[config.mk]
export PLATFORM = sky130hd
export DESIGN_NAME = fan_monitor_config_regs
export DESIGN_NICKNAME = d
export VERILOG_FILES = /design/src/common/fan_cfg_pkg.sv /design/src/hdl/retry_timer.sv /design/src/hdl/fan_monitor_config_regs.sv
export SDC_FILE = /design/constraint.sdc
export NUM_CORES = 1
export LEC_CHECK = 0
export ABC_CLOCK_PERIOD_IN_PS = 4400
export BUFFER_PORTS_ARGS = -buffer_cell sky130_fd_sc_hd__buf_4
export CAP_MARGIN = 20
export CORE_UTILIZATION = 45
export CTS_CLUSTER_SIZE = 20
export DETAILED_ROUTE_END_ITERATION = 6
export PLACE_DENSITY = 0.69
export SLEW_MARGIN = 20
export SYNTH_ARGS = -nofsm -noshare
export SYNTH_HDL_FRONTEND = slang
export SYNTH_SLANG_ARGS = --single-unit
export TNS_END_PERCENT = 10
[constraint.sdc]
create_clock -name clk -period 4.4 [get_ports clk]
set_clock_uncertainty 0.1 [all_clocks]
set_input_delay 0.66 -clock clk [delete_from_list [all_inputs] [get_ports clk]]
set_output_delay 0.66 -clock clk [all_outputs]
set_load 0.01 [all_outputs]
[src/common/fan_cfg_pkg.sv]
`default_nettype none
package fan_cfg_pkg;

  // register offsets
  localparam logic [7:0] MODULE_MAP_ADDR    = 8'h0F;
  localparam logic [7:0] MODE_RETRY_ADDR    = 8'h10;
  localparam logic [7:0] FAILSAFE_BUS_ADDR  = 8'h11;

  // values after reset, and the mode/retry write mask
  localparam logic [7:0] MODULE_MAP_RESET   = 8'h00;
  localparam logic [7:0] MODE_RETRY_RESET   = 8'h18;
  localparam logic [7:0] FAILSAFE_BUS_RESET = 8'h04;
  localparam logic [7:0] MODE_RETRY_WMASK   = 8'h7F;

  // field positions in the mode/retry register
  localparam int RETRY_LSB     = 3;
  localparam int SKIP_PULSE    = 5;
  localparam int CORE_LOW_BIT  = 6;
  // field positions in the failsafe/bus register
  localparam int HYST_BIT      = 0;
  localparam int FORCE_MAX_BIT = 1;
  localparam int TERM_V_BIT    = 2;
  localparam int TIMED_SPIN    = 3;
  localparam int TIMEOUT_DIS   = 4;
  localparam int FAILSAFE_LSB  = 5;
  localparam int EXT_HYST_BIT  = 2;

  // timing, and the slave error limit
  localparam int CLK_MHZ        = 100;
  localparam int RETRY_BASE_MS  = 1;
  localparam int RETRY_BASE_CYC = RETRY_BASE_MS * CLK_MHZ * 1000;
  localparam int BUS_TIMEOUT_MS = 35;
  localparam int BUS_TIMEOUT_CYC = BUS_TIMEOUT_MS * CLK_MHZ * 1000;
  localparam logic [1:0] ERR_LIMIT = 2'h3;

  typedef struct packed {
    logic       we;
    logic       lock;
    logic [7:0] addr;
    logic [7:0] wdata;
  } reg_req_s;

  typedef struct packed {
    logic [7:0] module_map;
    logic [2:0] lut_mode;
    logic [1:0] retry_sel;
    logic       skip_first;
    logic       core_low_en;
    logic       hyst_en;
    logic       force_max;
    logic       term_v_en;
    logic       timed_spin;
    logic       timeout_dis;
    logic [2:0] failsafe_en;
  } cfg_s;

endpackage
`default_nettype wire

[src/hdl/retry_timer.sv]
`timescale 1ns/1ps
`default_nettype none
// counts a retry interval of 1, 2, 4 or 8 base periods, then pulses done
module retry_timer #(
  parameter int BASE_CYC = fan_cfg_pkg::RETRY_BASE_CYC
) (
  input  wire logic       clk,
  input  wire logic       rst_n,
  input  wire logic       start,
  input  wire logic [1:0] sel,
  output logic            busy,
  output logic            done
);
  logic [23:0] cnt;
  logic [3:0]  periods;

  // period count latched at start so a later register write cannot stretch it
  always_ff @(posedge clk) begin
    if (!rst_n) begin
      cnt     <= 24'h000000;
      periods <= 4'h0;
      busy    <= 1'b0;
      done    <= 1'b0;
    end else begin
      done <= 1'b0;
      if (start && !busy) begin
        busy    <= 1'b1;
        cnt     <= 24'(BASE_CYC - 1);
        periods <= 4'(4'h1 << sel) - 4'h1;
      end else if (busy) begin
        if (cnt != 24'h000000) begin
          cnt <= cnt - 24'h000001;
        end else if (periods != 4'h0) begin
          periods <= periods - 4'h1;
          cnt     <= 24'(BASE_CYC - 1);
        end else begin
          busy <= 1'b0;
          done <= 1'b1;
        end
      end
    end
  end
endmodule
`default_nettype wire

[src/hdl/fan_monitor_config_regs.sv]
// How it works
// - four 2-bit fields map memory modules 0..3 to processors 0..3, low bits first.
// - bits 0-2 pick per-fan control law: 0 temperature range, 1 lookup table.
// - retry field bits 4:3 gives master retry wait of 1, 2, 4 or 8 ms.
// - a failed master read is retried on the same slave after that wait.
// - with skip bit set, the first speed pulse of each measurement is dropped.
// - core-low mode plus low core voltage sets status, alert, stops hot monitoring.
// - core voltage recovery resumes hot monitoring and pulses fan spin-up in the same cycle.
// - overtemp hysteresis only when own bit 0 set and external bit clear.
// - force bit drives every fan at its maximum duty register value.
// - the force bit ignores the register lock and is always writable.
// - bit 2 includes the termination voltage channel in the monitoring sweep.
// - timed spin-up bit holds outputs high for the full spin-up timeout.
// - bit 4 set disables the 35 ms bus lock-up timeout; the bit is lockable.
// - per-fan bits 5-7 force full speed after three straight slave errors.
`timescale 1ns/1ps
`default_nettype none
module fan_monitor_config_regs (
  input  wire logic                  clk,
  input  wire logic                  rst_n,
  input  wire fan_cfg_pkg::reg_req_s req,
  output logic [7:0]                 rdata,
  output fan_cfg_pkg::cfg_s          cfg,
  // monitoring status inputs from same-clock logic
  input  wire logic                  core_below_low,
  input  wire logic                  ext_hyst_disable,
  input  wire logic                  tach_pulse,
  input  wire logic                  tach_meas_start,
  input  wire logic                  master_read_error,
  input  wire logic                  master_read_ok,
  input  wire logic [1:0]            slave_index,
  output logic                       tach_pulse_counted,
  output logic                       master_retry_go,
  output logic                       master_retry_wait,
  output logic                       core_low_status,
  output logic                       core_low_alert,
  output logic                       processor_hot_enable,
  output logic                       spinup_request,
  output logic                       overtemp_output_hysteresis_en,
  output logic                       term_v_in_sweep,
  output logic                       bus_timeout_active,
  output logic [2:0]                 fan_force_max,
  output logic [2:0]                 fan_force_full
);
  logic [7:0] module_map;
  logic [7:0] mode_retry;
  logic [7:0] failsafe_bus;
  logic       skip_pending;
  logic       core_low_seen;
  logic [1:0] err_cnt [4];
  logic       failsafe_trip;
  logic       wr_map, wr_mode, wr_fs;

  // address decode shared by writes and reads
  function automatic logic hit(input logic [7:0] a, input logic [7:0] r);
    return a == r;
  endfunction

  assign wr_map  = req.we && hit(req.addr, fan_cfg_pkg::MODULE_MAP_ADDR);
  assign wr_mode = req.we && hit(req.addr, fan_cfg_pkg::MODE_RETRY_ADDR);
  assign wr_fs   = req.we && hit(req.addr, fan_cfg_pkg::FAILSAFE_BUS_ADDR);

  // module map register
  always_ff @(posedge clk) begin
    if (!rst_n) begin
      module_map <= fan_cfg_pkg::MODULE_MAP_RESET;
    end else if (wr_map) begin
      module_map <= req.wdata;
    end
  end

  // mode/retry register, bit 7 reserved and reads zero
  always_ff @(posedge clk) begin
    if (!rst_n) begin
      mode_retry <= fan_cfg_pkg::MODE_RETRY_RESET;
    end else if (wr_mode) begin
      mode_retry <= req.wdata & fan_cfg_pkg::MODE_RETRY_WMASK;
    end
  end

  // failsafe/bus register: lock freezes all bits except the force bit
  always_ff @(posedge clk) begin
    if (!rst_n) begin
      failsafe_bus <= fan_cfg_pkg::FAILSAFE_BUS_RESET;
    end else if (wr_fs) begin
      if (req.lock) begin
        failsafe_bus[fan_cfg_pkg::FORCE_MAX_BIT] <=
          req.wdata[fan_cfg_pkg::FORCE_MAX_BIT];
      end else begin
        failsafe_bus <= req.wdata;
      end
    end
  end

  // read data registered so the data output comes from flip-flops
  always_ff @(posedge clk) begin
    if (!rst_n) begin
      rdata <= 8'h00;
    end else if (hit(req.addr, fan_cfg_pkg::MODULE_MAP_ADDR)) begin
      rdata <= module_map;
    end else if (hit(req.addr, fan_cfg_pkg::MODE_RETRY_ADDR)) begin
      rdata <= mode_retry;
    end else if (hit(req.addr, fan_cfg_pkg::FAILSAFE_BUS_ADDR)) begin
      rdata <= failsafe_bus;
    end else begin
      rdata <= 8'h00;
    end
  end

  // decoded configuration to the fan, tach and bus engines
  always_comb begin
    cfg.module_map  = module_map;
    cfg.lut_mode    = mode_retry[2:0];
    cfg.retry_sel   = mode_retry[fan_cfg_pkg::RETRY_LSB +: 2];
    cfg.skip_first  = mode_retry[fan_cfg_pkg::SKIP_PULSE];
    cfg.core_low_en = mode_retry[fan_cfg_pkg::CORE_LOW_BIT];
    cfg.hyst_en     = failsafe_bus[fan_cfg_pkg::HYST_BIT];
    cfg.force_max   = failsafe_bus[fan_cfg_pkg::FORCE_MAX_BIT];
    cfg.term_v_en   = failsafe_bus[fan_cfg_pkg::TERM_V_BIT];
    cfg.timed_spin  = failsafe_bus[fan_cfg_pkg::TIMED_SPIN];
    cfg.timeout_dis = failsafe_bus[fan_cfg_pkg::TIMEOUT_DIS];
    cfg.failsafe_en = failsafe_bus[fan_cfg_pkg::FAILSAFE_LSB +: 3];
  end

  assign overtemp_output_hysteresis_en = cfg.hyst_en && !ext_hyst_disable;
  assign term_v_in_sweep    = cfg.term_v_en;
  assign bus_timeout_active = !cfg.timeout_dis;
  assign fan_force_max      = {3{cfg.force_max}};

  // first tach pulse after a measurement start is swallowed when enabled
  always_ff @(posedge clk) begin
    if (!rst_n) begin
      skip_pending <= 1'b0;
    end else if (tach_meas_start) begin
      skip_pending <= cfg.skip_first;
    end else if (tach_pulse) begin
      skip_pending <= 1'b0;
    end
  end
  assign tach_pulse_counted = tach_pulse && !tach_meas_start && !skip_pending;

  // retry timer: a master read error while the timer is idle starts the programmed wait; errors during a wait are ignored
  retry_timer u_retry (
    .clk   (clk),
    .rst_n (rst_n),
    .start (master_read_error),
    .sel   (cfg.retry_sel),
    .busy  (master_retry_wait),
    .done  (master_retry_go)
  );

  // core-low tracking; the spin-up pulse marks recovery
  always_ff @(posedge clk) begin
    if (!rst_n) begin
      core_low_seen  <= 1'b0;
      spinup_request <= 1'b0;
    end else begin
      spinup_request <= 1'b0;
      if (cfg.core_low_en && core_below_low) begin
        core_low_seen <= 1'b1;
      end else if (core_low_seen && !core_below_low) begin
        core_low_seen  <= 1'b0;
        spinup_request <= 1'b1;
      end
    end
  end
  assign core_low_status      = core_low_seen;
  assign core_low_alert       = core_low_seen;
  assign processor_hot_enable = !core_low_seen;

  // per-slave consecutive error counts, saturating at the limit
  generate
    for (genvar i = 0; i < 4; i++) begin : g_err
      always_ff @(posedge clk) begin
        if (!rst_n) begin
          err_cnt[i] <= 2'h0;
        end else if (slave_index == 2'(i)) begin
          if (master_read_ok) begin
            err_cnt[i] <= 2'h0;
          end else if (master_read_error && err_cnt[i] != fan_cfg_pkg::ERR_LIMIT) begin
            err_cnt[i] <= err_cnt[i] + 2'h1;
          end
        end
      end
    end
  endgenerate

  always_comb begin
    failsafe_trip = 1'b0;
    for (int k = 0; k < 4; k++) begin
      failsafe_trip = failsafe_trip || (err_cnt[k] == fan_cfg_pkg::ERR_LIMIT);
    end
  end
  assign fan_force_full = cfg.failsafe_en & {3{failsafe_trip}};
endmodule
`default_nettype wire

# After elaboration in Yosys (flattened, before gate mapping)
# Memory sizes are Yosys's and may differ from the RTL's.
# Cells that the tools add are included.
dict set report word_totals {
  regBits 64
  ram_bits 8
  output_inout_bits 47
  n_memories 1
}
dict set report op_classes {
  n_addsub 7
  eq_ne 15
  shifts 1
  muxes 63
  bitwise 12
  n_reduce_logical 39
}
# memory depth width rd rd_ports_with_merged_regs write_ports line_no
set mem_list {}
lappend mem_list {err_cnt 4 2 4 0 4 fan_monitor_config_regs.sv:50} ;# logic [1:0] err_cnt [4];
# operator count
set ops {}
lappend ops {{$mux W24} 2}
lappend ops {{$mux W1} 44}
lappend ops {{$mux W17} 2}
lappend ops {{$mux W8} 3}
lappend ops {{$reduce_bool A24 Y1} 1}
lappend ops {{$sub A24 B1 Y24 const B} 1}
lappend ops {{$eq A8 B5 Y1 const B} 2}
lappend ops {{$mux W2} 8}
lappend ops {{$mux W4} 4}
lappend ops {{$logic_and A1 B1 Y1} 13}
lappend ops {{$eq A2 B2 Y1 const B} 6}
lappend ops {{$reduce_bool A2 Y1} 5}
lappend ops {{$add A2 B1 Y2 const B} 4}
lappend ops {{$eq A8 B4 Y1 const B} 1}
lappend ops {{$ne A2 B2 Y1 const B} 4}
lappend ops {{$or A1 B1 Y1} 8}
lappend ops {{$sub A4 B1 Y4 const B} 2}
lappend ops {{$logic_not A1 Y1} 7}
lappend ops {{$reduce_and A2 Y1} 3}
lappend ops {{$reduce_bool A4 Y1} 1}
lappend ops {{$reduce_or A2 Y1} 2}
lappend ops {{$reduce_or A4 Y1} 1}
lappend ops {{$shl A1 B2 Y4 const A} 1}
lappend ops {{$and A3 B3 Y3} 1}
lappend ops {{7 further kinds} 11}

# Logic depth before layout (Yosys ltp)
# An unclocked memory read counts as a cell.
dict set report depth {
  depth_word 9
  ltp_mapped 9
  depth_no_buf 7
}

# By module
# Synthesis repeated with hierarchy kept, for this count alone.
dict set report hier_totals {
  hier_cells 422
  hier_area_um2 3699.8
}
# module n_inst cells_each area_each_um2 seq_area_each_um2
set modules_own_cells {}
lappend modules_own_cells {fan_monitor_config_regs 1 226 2064.5 920.9}
lappend modules_own_cells {retry_timer 1 196 1635.3 600.6}

# Worst setup path before layout
# Ideal clock, no wire load.
dict set report synth_timing {
  path_kind {input port to flip-flop}
  from {in req[15] (netlist bit)}
  to {reg failsafe_bus[2]}
  arrival_ns 2.013
  t_required_ns 4.171
  setup_slack_ns 2.158
  path_stages 6
  n_path_buf 1
  cell_sequence {or4b_2 > nor2_1 > nand3b_1 > clkbuf_1 > mux2i_1 > nand2_1}
}
dict set report synth_between {
  elab_chain_cells 3
}
# item line_no
set synth_rtl {}
lappend synth_rtl {{start, declared} fan_monitor_config_regs.sv:21} ;# input wire fan_cfg_pkg::reg_req_s req,
lappend synth_rtl {{$eq A8 B5 Y1} fan_monitor_config_regs.sv:56} ;# return a == r;
lappend synth_rtl {{$logic_and A1 B1 Y1} fan_monitor_config_regs.sv:61} ;# assign wr_fs = req.we && hit(req.addr, fan_cfg_pkg::FAILSAFE_BUS_ADDR);
lappend synth_rtl {{$reduce_and A2 Y1 (no source line)} -}
lappend synth_rtl {{end signal, assigned} fan_monitor_config_regs.sv:84} ;# failsafe_bus <= fan_cfg_pkg::FAILSAFE_BUS_RESET;
lappend synth_rtl {{end signal, assigned by index} fan_monitor_config_regs.sv:87} ;# failsafe_bus[fan_cfg_pkg::FORCE_MAX_BIT] <=
lappend synth_rtl {{end signal, assigned} fan_monitor_config_regs.sv:90} ;# failsafe_bus <= req.wdata;
lappend synth_rtl {{end, declared} fan_monitor_config_regs.sv:47} ;# logic [7:0] failsafe_bus;
# Every way passes these cells.
# A chain may end at the register's enable or synchronous reset.

==> results by group <==
Placed design
  • Cell total after placement: between 500 and 600
  • I/O Buffers: 74
  • RD Place Congestion: between 0.8 and 0.9
  • DP HPWL: about 6000 µm

GRT
  • Initial antenna violation count: 0
  • Largest net degree at the start of global routing: 38
  • Vias in the first global route: between 3k and 4k
  • Total grt overflow: 0
  • Global-route wire length before repair: 14,700 µm
  • Total Routing Usage GR: 0.220

Worst setup path
  • Endpoint class of the critical path: output port
  • Crit path kind: register to output port
  • Critical Path Fanout Max: 3
  • FF-to-FF Start: u_retry.cnt[0]
  • FF-to-FF End: u_retry.cnt[16]
  • CP Launch Type: register
  • Reg-to-reg slack, setup: between 1.5 and 2 ns
  • CP arrival: between 1.5 and 2 ns
  • Cells on worst reg2reg path: 7
  • Data required, critical path: between 3 and 4 ns

Synthesis
  • Synth area leader: dfxtp_1
  • Post-synth EDFFs: 8
  • Synth top area share: 0.363
  • Multiplexer share of the synthesized area: 0.0198
  • Synth top area cells: dfxtp_1 36%, edfxtp_1 6.8%, a21oi_1 4.5%
  • Cells after synthesis: slightly below 400
  • Cell variety after synth: between 60 and 70
  • #FFs+latches synth: slightly above 70
  • Combinational family with the most area after synthesis: simple AND/OR/NAND/NOR gates
  • Synthesis Warnings: 0
  • Post-Synth Simple-Gate Area: 0.286
  • Post-synthesis sequential area ratio: 0.431
  • XOR/XNOR share of the synthesized area: 0.00496
  • Async set-or-reset flop fraction in the synthesized netlist: 0
  • Mapped Area: between 3000 and 4000 µm²
  • Post-Synth Adder-Cell Area: 0.0248
  • Compound-cell area share of the yosys netlist: 0.182
  • Syn_area_per_cell: around 9 µm²
  • Net Count, Synth: around 430
  • Ys flop type: dfxtp_1

STA
  • Slew Viols, Final: 0
  • Tmin final: around 2.7 ns
  • Unrepaired setup endpoints after global routing: no
  • Final setup vio count: 0
  • Fmax: around 380 MHz
  • WHS: between 0.3 and 0.4 ns
  • Setup TNS: 0 ns
  • Slew @ Worst Pin: a little under 0.7 ns
  • Fin crit share: 0.603
  • Worst slew margin: 0.533
  • Final Hold Vio Count: 0

Cells and area
  • Net count, final: a little under 500
  • Most common cell after layout, fill and taps aside: buf_4
  • Share of layout cells above drive strength 1: 0.260
  • FF/Latch Area: roughly 1500 µm²
  • Ant diodes: 0
  • Most frequent cells in the layout: 77 x buf_4, 64 x dfxtp_1, 32 x a21oi_1, 32 x nor2_1, 30 x nand2_1
  • Fillers: ~680
  • Non-Filler Instances: between 500 and 600
  • Footprint of the multi-input gates: 1840 µm²
  • P&R area growth vs syn: 21.1%

Worst hold path
  • Hold Crit Depth: 2
  • Hold WC Path Type: register to register
  • Hold_sp: u_retry.periods[3]
  • Endpoint, Worst Hold: u_retry.periods[3]

Detailed routing
  • ANT nets after route: 0
  • DR vias: ~3.2k
  • Residual DRC: 0
  • 1st-pass router iterations: 5
  • Avg WL per Cell: roughly 15 µm
  • Drt total wl: approximately 8500 µm
  • Vias per cell: 5.76
  • Iter 0 DRT Violations: between 200 and 250

Pwr
  • Max IR drop VDD: 0.000151 V
  • Power Density: between 300 and 400 nW/µm²
  • Leakage: 1.69 nW

Die
  • Die width: approximately 91 µm
  • I/O pins: 75
  • Initial Util: 0.477
  • Die area: 8210 µm²
  • Core region area: ~7400 µm²
  • # rows: 31
  • Die Height: 90.6 µm

Clocking
  • Root Buffer: clkbuf_8
  • H-tree levels: 3
  • # hold bufs at CTS: 0
  • Resized Gates After CTS: 0
  • Clk sinks: 72
  • CTS clock-pin slew for the worst setup and hold paths: approximately 0.080 ns
  • Insertion delay to the later sink of the worst-skew pair: roughly 0.34 ns
  • CTS Buf Count: 9
  • Setup Buffers After CTS: 0
  • Clock Path Buffers: 2
  • Clock tree from TritonCTS: built

Flow run
  • MaxCap Viol Count: 0

Status
  • Status: complete, no violations
-- flip-flops by register name, indices dropped and copies added, names as in the netlist --
signal / count
err_cnt: 8
u_retry.cnt: 24
core_low_alert: 1
failsafe_bus: 8
u_retry.busy: 1
u_retry.done: 1
skip_pending: 1
module_map: 8
mode_retry: 7
u_retry.periods: 4
spinup_request: 1
rdata: 8
-- per-stage QoR --
step	util	cell area [µm²]	total power, W	setup slack [ns]
2_1_floorplan	-	3530	0.000897	2.16
3_3_place_gp	0.553	4100	0.000961	1.62
3_5_place_dp	0.553	4100	0.000967	1.63
4_1_cts	0.576	4270	0.00143	1.69
5_1_grt	0.577	4280	0.00150	1.59
6_report	0.577	4280	0.00142	1.75
-- cells in the mapped netlist, types with 4 or more instances --
library cell / n
or3_1: 11
o21ai_0: 10
nor3_1: 8
o211ai_1: 4
ha_1: 7
nor2b_1: 5
nand2b_1: 5
clkbuf_1: 11
nor4_1: 6
nand2_1: 30
mux2i_1: 7
buf_2: 4
a21oi_1: 32
or4_1: 10
a222oi_1: 7
nand3_1: 29
dfxtp_1: 64
o31ai_1: 10
inv_1: 12
buf_4: 7
edfxtp_1: 8
nor2_1: 32
-- power breakdown --
part           internal, W  switching (W)
registers         0.000687      0.0000330
logic            0.0000952       0.000145
clock network     0.000207       0.000256
-- worst max-delay path: stages (launching register included) --
cell      delay [ns]
edfxtp_1        0.40
ha_1            0.23
nor4_1          0.63
nor2b_1         0.11
buf_4           0.17
-- cells by family (layout without fill, tap and decap cells) --
kind of cell             count (synthesis)  count (layout)
XOR/XNOR                                 2               2
buffers and inverters                   37             105
AND/OR/NAND/NOR                        174             174
multiplexers                             7               7
AO/OA/AOI/OAI                           91              91
flip-flops                              72              72
adder cells (fa/ha/maj)                  7               7
-- how the worst max path moves through the flow --
stage / startpoint / slack [ns] / endpoint / cells past startpoint
finish: err_cnt[1][0] / 1.75 / fan_force_full[2] / 4
floorplan: req[15] / 2.16 / failsafe_bus[2] / 6
global route: err_cnt[1][0] / 1.59 / fan_force_full[1] / 4
CTS: err_cnt[1][0] / 1.69 / fan_force_full[1] / 4
detailed placement: req[15] / 1.63 / failsafe_bus[2] / 7
global placement: req[15] / 1.62 / module_map[5] / 6
-- metal layers --
| metal | wire (µm) | global-route usage |
|---|---|---|
| met5 | 0 | 0 |
| met2 | 3790 | 0.336 |
| met4 | 161 | 0.0820 |
| met1 | 4040 | 0.305 |
| met3 | 551 | 0.0446 |
-- layout make-up --
| class | instances | area share |
|---|---|---|
| clock buffer | 10 | 0.0298 |
| clock inverter | 6 | 0.0102 |
| inverter | 12 | 0.0105 |
| multi-input combinational | 281 | 0.430 |
| sequential | 72 | 0.356 |
| tap | 99 | 0.0290 |
| timing repair buffer | 77 | 0.135 |
Power figures use the tool's default switching activity.
